[config.mk]
export PLATFORM = sky130hd
export DESIGN_NAME = sbc_mode_watchdog
export DESIGN_NICKNAME = d
export VERILOG_FILES = /design/src/rtl/sbc_pkg.sv /design/src/rtl/osc_tick_gen.sv /design/src/rtl/sbc_mode_watchdog.sv
export VERILOG_INCLUDE_DIRS = /design/src /design/src/rtl
export SDC_FILE = /design/constraint.sdc
export NUM_CORES = 1
export LEC_CHECK = 0
export ABC_AREA = 1
export ABC_CLOCK_PERIOD_IN_PS = 3200
export BUFFER_PORTS_ARGS = -buffer_cell sky130_fd_sc_hd__buf_2
export CAP_MARGIN = 20
export CORE_ASPECT_RATIO = 2
export CORE_UTILIZATION = 35
export CTS_BUF_LIST = sky130_fd_sc_hd__clkbuf_4 sky130_fd_sc_hd__clkbuf_8
export DETAILED_ROUTE_END_ITERATION = 7
export PLACE_DENSITY_LB_ADDON = 0.3
export SLEW_MARGIN = 20
export SYNTH_ARGS = -nofsm -noshare
export SYNTH_HDL_FRONTEND = slang
export SYNTH_SLANG_ARGS = --single-unit
export TNS_END_PERCENT = 5
[constraint.sdc]
create_clock -name mclk -period 3.2 [get_ports mclk]
set_input_delay 0.16 -clock mclk [delete_from_list [all_inputs] [get_ports mclk]]
set_output_delay 0.16 -clock mclk [all_outputs]
set_load 0.05 [all_outputs]
[src/rtl/sbc_defines.svh]
// timing constants and reset values of the system-basis-chip mode and watchdog logic
`ifndef SBC_DEFINES_SVH
`define SBC_DEFINES_SVH
`define MCLK_HZ             10000000
`define UV_RESET_MS         4
`define UV_RESET_CYC        ((`UV_RESET_MS * `MCLK_HZ) / 1000)
`define OSC_RESISTOR_PIN_DIV_DEFAULT  20
`define WD_LEAD_OSC         7750
`define WD_CLOSED_OSC       1000
`define WD_OPEN_OSC         1000
`define WD_RESET_OSC        200
`define RESET_OUT_N_RST     1'b0
`endif

[src/rtl/sbc_pkg.sv]
// types shared by the system-basis-chip mode and watchdog logic
package sbc_pkg;
  typedef enum logic [1:0] {
    MODE_FAIL_SAFE = 2'b00,
    MODE_NORMAL    = 2'b01,
    MODE_SILENT    = 2'b10,
    MODE_SLEEP     = 2'b11
  } sbc_mode_t;

  typedef enum logic [2:0] {
    WD_OFF    = 3'b000,
    WD_LEAD   = 3'b001,
    WD_CLOSED = 3'b010,
    WD_OPEN   = 3'b011,
    WD_RESET  = 3'b100
  } wd_state_t;
endpackage

[src/rtl/osc_tick_gen.sv]
// divider that stands in for the resistor-set watchdog oscillator
`timescale 1ns/1ps
module osc_tick_gen #(
  parameter int unsigned DIV_W = 16
) (
  input  wire logic             mclk,
  input  wire logic             resetn,
  input  wire logic             run,
  input  wire logic [DIV_W-1:0] div,
  output logic                  tick
);
  logic [DIV_W-1:0] cnt_r;
  logic [DIV_W-1:0] cnt_nxt;
  logic             wrap;

  // one tick per divider wrap; a zero or one divider ticks every cycle
  assign wrap    = run && (cnt_r + DIV_W'(1) >= div);
  assign cnt_nxt = (!run || wrap) ? '0 : cnt_r + DIV_W'(1);

  always_ff @(posedge mclk or negedge resetn) begin
    if (!resetn) begin
      cnt_r <= '0;
      tick  <= 1'b0;
    end else begin
      cnt_r <= cnt_nxt;
      tick  <= wrap;
    end
  end
endmodule

[src/rtl/sbc_mode_watchdog.sv]
// mode control, window watchdog and transceiver gating of the basis chip
`timescale 1ns/1ps
`include "sbc_defines.svh"
module sbc_mode_watchdog
  import sbc_pkg::*;
#(
  parameter int unsigned DIV_W       = 16,
  parameter int unsigned CNT_W       = 16,
  parameter int unsigned LEAD_OSC    = `WD_LEAD_OSC,
  parameter int unsigned CLOSED_OSC  = `WD_CLOSED_OSC,
  parameter int unsigned OPEN_OSC    = `WD_OPEN_OSC,
  parameter int unsigned WDRST_OSC   = `WD_RESET_OSC,
  parameter int unsigned UV_CYC      = `UV_RESET_CYC
) (
  input  wire logic             mclk,
  input  wire logic             resetn,
  input  wire logic             enable,
  input  wire logic             sleep_req,
  input  wire logic             silent_req,
  input  wire logic             wake_req,
  input  wire logic             debug_mode,
  input  wire logic             undervoltage,
  input  wire logic             watchdog_trigger_n,
  input  wire logic             watchdog_trigger_n_oe,
  input  wire logic [DIV_W-1:0] osc_resistor_pin,
  input  wire logic             txd,
  input  wire logic             lin_bus_in,
  output logic                  lin_bus_out,
  output logic                  lin_bus_oe,
  output logic                  rxd,
  output logic                  regulator_on,
  output logic                  inhibit_on,
  output logic                  reset_out_n,
  output logic                  reset_out_n_oe,
  output sbc_mode_t             mode,
  output wd_state_t             wd_state
);
  sbc_mode_t        mode_r;
  sbc_mode_t        mode_nxt;
  wd_state_t        wd_r;
  wd_state_t        wd_nxt;
  logic [CNT_W-1:0] wd_cnt_r;
  logic [CNT_W-1:0] wd_cnt_nxt;
  logic [31:0]      uv_cnt_r;
  logic [31:0]      uv_cnt_nxt;
  logic             trig_prev_r;
  logic             trig_lvl;
  logic             trig_fall;
  logic             osc_tick;
  logic             wd_run;
  logic             cnt_done;
  logic             uv_active;
  logic             wd_fail;
  logic             rst_low;
  logic             rxd_r;
  logic             bus_drive_r;
  logic [CNT_W-1:0] cnt_dec;
  logic             in_normal;
  logic             in_fail_safe;
  logic             next_normal;
  logic             in_pulse;
  logic             good_trig;
  logic             early_trig;
  logic             window_miss;

  // phase reload values; a phase of n periods counts n-1 down to zero
  localparam logic [CNT_W-1:0] LEAD_LOAD   = CNT_W'(LEAD_OSC - 1);
  localparam logic [CNT_W-1:0] CLOSED_LOAD = CNT_W'(CLOSED_OSC - 1);
  localparam logic [CNT_W-1:0] OPEN_LOAD   = CNT_W'(OPEN_OSC - 1);
  localparam logic [CNT_W-1:0] WDRST_LOAD  = CNT_W'(WDRST_OSC - 1);
  localparam logic [31:0]      UV_LOAD     = 32'(UV_CYC);

  assign trig_lvl  = watchdog_trigger_n_oe ? watchdog_trigger_n : 1'b1;
  assign trig_fall = trig_prev_r && !trig_lvl;

  // mode decode shared by watchdog gate, transceiver and supply pins
  assign in_normal    = (mode_r == MODE_NORMAL);
  assign in_fail_safe = (mode_r == MODE_FAIL_SAFE);
  // pins are registered from the next mode so they change with mode itself
  assign next_normal  = (mode_nxt == MODE_NORMAL);

  // watchdog only in fail-safe or normal, not debug
  // debug strap stops only the watchdog; the other reset sources stay
  assign wd_run = !debug_mode && (in_normal || in_fail_safe);

  // oscillator period from resistor setting
  // divider stops with the watchdog, so each start sees a full period
  osc_tick_gen #(
    .DIV_W (DIV_W)
  ) u_osc (
    .mclk   (mclk),
    .resetn (resetn),
    .run    (wd_run),
    .div    (osc_resistor_pin),
    .tick   (osc_tick)
  );

  // remaining periods in the current phase reach zero
  assign cnt_done = osc_tick && (wd_cnt_r == '0);
  // count down once per period; loads below replace it on a phase change
  assign cnt_dec  = (osc_tick && wd_cnt_r != '0) ? wd_cnt_r - CNT_W'(1)
                                                 : wd_cnt_r;

  // phase decode; a trigger is judged by the phase it lands in
  assign in_pulse    = (wd_r == WD_RESET);
  // edges in lead time or open window are accepted
  assign good_trig   = trig_fall && (wd_r == WD_LEAD || wd_r == WD_OPEN);
  // an edge in the closed window is too early
  assign early_trig  = trig_fall && (wd_r == WD_CLOSED);
  // phase ran out with no edge; an edge on the last tick still wins
  assign window_miss = cnt_done && !trig_fall;

  // watchdog phase sequence
  // phase lengths count oscillator ticks; a phase entered on a trigger edge starts mid-period
  always_comb begin
    wd_nxt     = wd_r;
    wd_cnt_nxt = cnt_dec;

    if (!wd_run) begin
      // stopped watchdog forgets its phase and restarts with lead time
      wd_nxt     = WD_OFF;
      wd_cnt_nxt = '0;
    end else begin
      unique case (wd_r)
        WD_OFF: begin
          // start of watchdog operation loads the lead time
          wd_nxt     = WD_LEAD;
          wd_cnt_nxt = LEAD_LOAD;
        end

        WD_LEAD: begin
          // trigger in lead time counts as first open window
          if (good_trig) begin
            wd_nxt     = WD_CLOSED;
            wd_cnt_nxt = CLOSED_LOAD;
          end else if (window_miss) begin
            wd_nxt     = WD_RESET;
            wd_cnt_nxt = WDRST_LOAD;
          end
        end

        WD_CLOSED: begin
          if (early_trig) begin
            wd_nxt     = WD_RESET;
            wd_cnt_nxt = WDRST_LOAD;
          // closed window over, open window begins
          end else if (cnt_done) begin
            wd_nxt     = WD_OPEN;
            wd_cnt_nxt = OPEN_LOAD;
          end
        end

        WD_OPEN: begin
          if (good_trig) begin
            wd_nxt     = WD_CLOSED;
            wd_cnt_nxt = CLOSED_LOAD;
          end else if (window_miss) begin
            wd_nxt     = WD_RESET;
            wd_cnt_nxt = WDRST_LOAD;
          end
        end

        WD_RESET: begin
          // pulse over, start again with lead time while the host reboots
          if (cnt_done) begin
            wd_nxt     = WD_LEAD;
            wd_cnt_nxt = LEAD_LOAD;
          end
        end

        // codes 5 to 7 never occur; fall back to a clean restart
        default: begin
          wd_nxt     = WD_OFF;
          wd_cnt_nxt = '0;
        end
      endcase
    end
  end

  // undervoltage holds reset for the full 4 ms after it clears
  // 32-bit count so the full hold fits at any sensible clock rate
  assign uv_cnt_nxt = undervoltage ? UV_LOAD :
                      (uv_cnt_r != '0) ? uv_cnt_r - 32'h1 : '0;
  // undervoltage itself forces reset for as long as it lasts
  assign uv_active  = undervoltage || (uv_cnt_r != '0);
  assign wd_fail    = in_pulse;
  // both sources share one reset output
  assign rst_low    = uv_active || wd_fail;

  // mode transitions; a reset in normal mode or an undervoltage in silent or sleep falls back to fail-safe
  // a low enable alone keeps normal mode; a request picks the target
  always_comb begin
    mode_nxt = mode_r;
    unique case (mode_r)
      MODE_FAIL_SAFE: begin
        if (enable && !rst_low)
          mode_nxt = MODE_NORMAL;
      end

      MODE_NORMAL: begin
        // reset from either source wins; sleep wins over silent
        if (rst_low)
          mode_nxt = MODE_FAIL_SAFE;
        else if (!enable && sleep_req)
          mode_nxt = MODE_SLEEP;
        else if (!enable && silent_req)
          mode_nxt = MODE_SILENT;
      end

      MODE_SILENT,
      MODE_SLEEP: begin
        // local or remote wake returns to fail-safe
        // undervoltage wakes too, so the host sees a clean restart
        if (wake_req || uv_active)
          mode_nxt = MODE_FAIL_SAFE;
      end
    endcase
  end

  // state registers; trigger history starts high
  // history matches an idle pin, so reset release makes no false edge
  always_ff @(posedge mclk or negedge resetn) begin
    if (!resetn) begin
      mode_r      <= MODE_FAIL_SAFE;
      wd_r        <= WD_OFF;
      wd_cnt_r    <= '0;
      uv_cnt_r    <= '0;
      trig_prev_r <= 1'b1;
    end else begin
      mode_r      <= mode_nxt;
      wd_r        <= wd_nxt;
      wd_cnt_r    <= wd_cnt_nxt;
      uv_cnt_r    <= uv_cnt_nxt;
      trig_prev_r <= trig_lvl;
    end
  end

  // registered pin outputs
  // rxd rests high and the bus recessive whenever the transceiver is off
  always_ff @(posedge mclk or negedge resetn) begin
    if (!resetn) begin
      // reset output held low until the first clock after power-up
      reset_out_n <= `RESET_OUT_N_RST;
      rxd_r       <= 1'b1;
      bus_drive_r <= 1'b0;
    end else begin
      // reset output low only on failure
      reset_out_n <= !rst_low;
      rxd_r       <= next_normal ? lin_bus_in : 1'b1;
      // transmit low pulls the bus dominant
      bus_drive_r <= next_normal && !txd;
    end
  end

  // open drain: drive only the low level
  assign reset_out_n_oe = !reset_out_n;
  assign lin_bus_out    = 1'b0;

  // dominant bus while transmit input low
  assign lin_bus_oe     = bus_drive_r;
  assign rxd            = rxd_r;

  // regulator on outside sleep, so silent mode keeps the host alive
  assign regulator_on   = (mode_r != MODE_SLEEP);
  // external parts powered only while the chip is awake
  assign inhibit_on     = in_normal || in_fail_safe;
  assign mode           = mode_r;
  assign wd_state       = wd_r;
endmodule

==> results.md <==
* Total of endpoints with negative setup slack in the final report at 0
* Mean Syn Cell Area at 7.45 sq um
* Max capacitance violation total at 0
* Die Span Y at 167 um
* Total grt overflow at 0
* Async S/R FF share, synth at 1.00
* Post-Route WL at 11200 um
* Overall global routing resource usage at 0.169
* Launching element type of the critical path: flip-flop
* Area growth, synth to finish at 13.5%
* Weighted congestion reported at the end of routability-driven placement at 0.888
* Antenna Cells at 0
* Count of boundary I/O pins at 40
* Residual antenna-violating net count after detailed routing at 0
* Synthesized area at 4790 sq um
* Max-Slew Margin vs Limit at 0.638
* Clock-pin slew reported for the worst setup and hold paths after clock tree synthesis at 0.08 ns
* Clock tree from TritonCTS: yes
* CTS H-tree depth at 3
* Final core utilization at 0.407
* Number of clock buffers inserted by TritonCTS at 9
* Initial antenna violation count at 0
* Internal at 1650 uW
* Reg-to-Reg End: u_osc.cnt_r[2]
* DR pass1 iterations at 6
* R2R Path Start: u_osc.cnt_r[0]
* Dominant cells by area after synthesis: sky130_fd_sc_hd__dfrtp_1 38%, sky130_fd_sc_hd__inv_1 9.3%, sky130_fd_sc_hd__nand2_1 8.2%, sky130_fd_sc_hd__nor2_1 7.9%, sky130_fd_sc_hd__ha_1 5.2%
* Starting Density at 0.358
* Prevailing post-synth register cell: sky130_fd_sc_hd__dfrtp_1
* Post-layout net count at 742
* Number of DRC markers in iteration 0 at 154
* Worst setup path endpoint: u_osc.cnt_r[2]
* Post-synthesis compound-gate area fraction at 0.0954
* Crit path DAT at 3.08 ns
* Die Outline Area at 14200 sq um
* Pin count of the biggest net entering global routing at 75
* Xor-xnor portion of the synthesized cell area at 0.0549
* Required arrival time at the worst endpoint at 3.48 ns
* Crit. Startpoint: u_osc.cnt_r[0]
* Total of warnings raised by yosys at 0
* Hold WC Path Type: in2reg
* Kind of end point of the critical path: flip-flop
* Vias per std cell at 4.89
* Synthesized netlist cell count at 643
* Count of flip-flops with a built-in enable after synthesis at 0
* Power per cell area at 491 nW/um^2
* Combinational family with the most area after synthesis: simple AND/OR/NAND/NOR gates
* Portion of netlist area occupied by mux cells at 0
* Result of the run: completed
* Library cell used as clock root buffer: sky130_fd_sc_hd__clkbuf_8
* Die span in x at 84.7 um
* Combinational power share at 0.307
* IR drop worst, VDD at 196 uV
* Synthesized-area fraction occupied by adder cells at 0.0523
* Final clock skew at 0.0121 ns
* Distinct cell type count of the synthesized netlist at 41
* Number of global-route vias before repair at 4415
* Pwr Total at 2670 uW
* Achievable frequency at 358 MHz
* Setup repair after global routing missed its margin: no
* Sinks on Clock Net at 74
* R2R depth at 17
* Fin. max-slew vios at 0
* Final sum of negative setup slack at 0 ns
* Final min period at 2.80 ns
* Later-pin clock latency in the skew report at 0.36 ns
* First-pass GRT wire length at 19000 um
* Register-to-Register Setup Slack at 0.40 ns
* Wire length per cell at 13.1 um
* Maximum fanout count along the critical path at 15
* LEAKAGE at 0.00283 uW
* Relative contribution of the clock network to total power at 0.281
* Switching Share at 0.379
* Layout cell share with drive strength beyond 1 at 0.163
* Mapped Nets at 691
* Overall via count from detail_route at 4177
* Worst-Margin Slew at 0.541 ns
* CTS Buffer Depth at 2
* Number of setup buffers added after CTS at 0
* Sequential-to-total area share from yosys stat at 0.387
* Cell type with the largest total area after synthesis: sky130_fd_sc_hd__dfrtp_1
* Startpoint-to-endpoint class of the critical path: reg2reg
* Post-detailed-placement half-perimeter wirelength at 8690 um
* Port Buffer Count at 38
* Share of Yosys cell area claimed by the top area cell type at 0.376
* Core footprint at 13400 sq um
* Sequential share of power at 0.412
* Post-route DRC at 0
* Final hold vios at 0
* Part of the cycle the worst path needs at 0.874
* Flip-flop and latch count after synthesis at 74
* Hold slack final at 0.153 ns
* Simple-gate portion of the synthesized area at 0.308
* Psw at 1010 uW
* Number of placement rows at 60
[repair_timing]
item,CTS,global route
gates resized for setup,0,1
setup endpoints to repair,0,12
hold buffers,5,0
endpoints found under the hold margin,60,0
[flip-flops by register name (all words and copies together) (netlist names)]
name	count
wd_state	3
rxd	1
trig_prev_r	1
u_osc.cnt_r	16
lin_bus_oe	1
wd_cnt_r	16
reset_out_n	1
uv_cnt_r	32
mode	2
u_osc.tick	1
[Yosys cell counts, types with 2 or more instances]
| cell | instances |
|---|---|
| sky130_fd_sc_hd__inv_1 | 118 |
| sky130_fd_sc_hd__nand2_1 | 105 |
| sky130_fd_sc_hd__nor2_1 | 101 |
| sky130_fd_sc_hd__dfrtp_1 | 72 |
| sky130_fd_sc_hd__a21oi_1 | 39 |
| sky130_fd_sc_hd__nand3_1 | 24 |
| sky130_fd_sc_hd__o21ai_0 | 24 |
| sky130_fd_sc_hd__xor2_1 | 23 |
| sky130_fd_sc_hd__ha_1 | 20 |
| sky130_fd_sc_hd__nor2_2 | 13 |
| sky130_fd_sc_hd__nor3_1 | 11 |
| sky130_fd_sc_hd__o21ai_1 | 11 |
| sky130_fd_sc_hd__nand2_2 | 10 |
| sky130_fd_sc_hd__nand4_1 | 10 |
| sky130_fd_sc_hd__nor2_4 | 10 |
| sky130_fd_sc_hd__xnor2_1 | 7 |
| sky130_fd_sc_hd__nand3_2 | 6 |
| sky130_fd_sc_hd__nand2_4 | 3 |
| sky130_fd_sc_hd__nor3b_1 | 3 |
| sky130_fd_sc_hd__o211ai_1 | 3 |
| sky130_fd_sc_hd__o21ai_2 | 3 |
| sky130_fd_sc_hd__a21oi_2 | 2 |
| sky130_fd_sc_hd__a31oi_1 | 2 |
| sky130_fd_sc_hd__buf_2 | 2 |
| sky130_fd_sc_hd__dfstp_2 | 2 |
| sky130_fd_sc_hd__nand3b_1 | 2 |
| sky130_fd_sc_hd__nor4_1 | 2 |
| sky130_fd_sc_hd__or2_2 | 2 |
[how the worst min path moves through the flow]
stage,start,end,slack [ns],depth (start not counted)
floorplan,resetn,lin_bus_oe,-0.14,0
global placement,watchdog_trigger_n_oe,trig_prev_r,0.31,2
detailed placement,watchdog_trigger_n_oe,trig_prev_r,0.32,2
CTS,undervoltage,uv_cnt_r[12],0.14,3
global route,debug_mode,u_osc.tick,0.17,4
finish,undervoltage,uv_cnt_r[12],0.15,3
[stage by stage]
step,area [sq um],cells,setup WS (ns)
floorplan,4790,643,0.600
global placement,5150,832,0.517
detailed placement,5150,832,0.426
CTS,5400,853,0.373
global route,5440,854,0.0288
finish,5440,854,0.404
[layout make-up]
cell class,instances,area (sq um)
fill,1420,7930
multi-input combinational,444,2450
sequential,74,1850
inverter,120,453
timing repair buffer,45,278
tap,155,194
clock buffer,10,138
clock inverter,6,66.3
[routing by layer]
layer,wire length [um],part of all wire,vias to the layer above,track usage
met4,474,0.042,0,0.0965
li1,-,-,2108,-
met2,6340,0.57,67,0.328
met5,0,0,-,0
met1,4120,0.37,1969,0.166
met3,259,0.023,33,0.0251
[cell usage in the layout (no fill, tap or decap), types with 5 or more instances in the layout]
cell type                         n
sky130_fd_sc_hd__xor2_1          23
sky130_fd_sc_hd__o21ai_1         11
sky130_fd_sc_hd__nor2_4          10
sky130_fd_sc_hd__xnor2_1          7
sky130_fd_sc_hd__nor2_2          13
sky130_fd_sc_hd__nor3_1          10
sky130_fd_sc_hd__ha_1            20
sky130_fd_sc_hd__a21oi_1         39
sky130_fd_sc_hd__inv_1          118
sky130_fd_sc_hd__nand2_1        105
sky130_fd_sc_hd__clkbuf_8        10
sky130_fd_sc_hd__nand3_2          6
sky130_fd_sc_hd__buf_2           37
sky130_fd_sc_hd__nand2_2         10
sky130_fd_sc_hd__dfrtp_1         72
sky130_fd_sc_hd__nor2_1         101
sky130_fd_sc_hd__dlygate4sd3_1    5
sky130_fd_sc_hd__o21ai_0         24
sky130_fd_sc_hd__nand3_1         24
sky130_fd_sc_hd__nand4_1         10
[cell families after synthesis]
logic type,after synthesis
AO/OA/AOI/OAI,85
XOR/XNOR,30
AND/OR/NAND/NOR,308
other,1
flip-flops,74
adder cells (fa/ha/maj),20
buffers and inverters,125
[power by group through the flow]
stage / Sequential [uW] / Clock, uW / Combinational, uW
final: 1100 / 750 / 819
after global routing: 1110 / 814 / 932
after CTS: 1100 / 777 / 820
after detailed placement: 1110 / 0 / 810
after global placement: 1110 / 0 / 797
after floorplan: 1130 / 0 / 563
[critical path: stages, from the launching register on]
cell	delay [ns]
sky130_fd_sc_hd__dfrtp_1	0.40
sky130_fd_sc_hd__ha_1	0.20
sky130_fd_sc_hd__nand2_1	0.08
sky130_fd_sc_hd__nor2_2	0.12
sky130_fd_sc_hd__nand3_1	0.14
sky130_fd_sc_hd__nor2_2	0.16
sky130_fd_sc_hd__inv_1	0.07
sky130_fd_sc_hd__nor3b_1	0.21
sky130_fd_sc_hd__nand2_1	0.09
sky130_fd_sc_hd__nand2_1	0.12
sky130_fd_sc_hd__inv_1	0.05
sky130_fd_sc_hd__ha_1	0.26
sky130_fd_sc_hd__nand2_1	0.09
sky130_fd_sc_hd__o21ai_0	0.11
sky130_fd_sc_hd__a21oi_1	0.19
sky130_fd_sc_hd__nand4_1	0.11
sky130_fd_sc_hd__buf_4	0.21
sky130_fd_sc_hd__nor2_1	0.11
No activity file was read; power rests on OpenSTA's default activity.
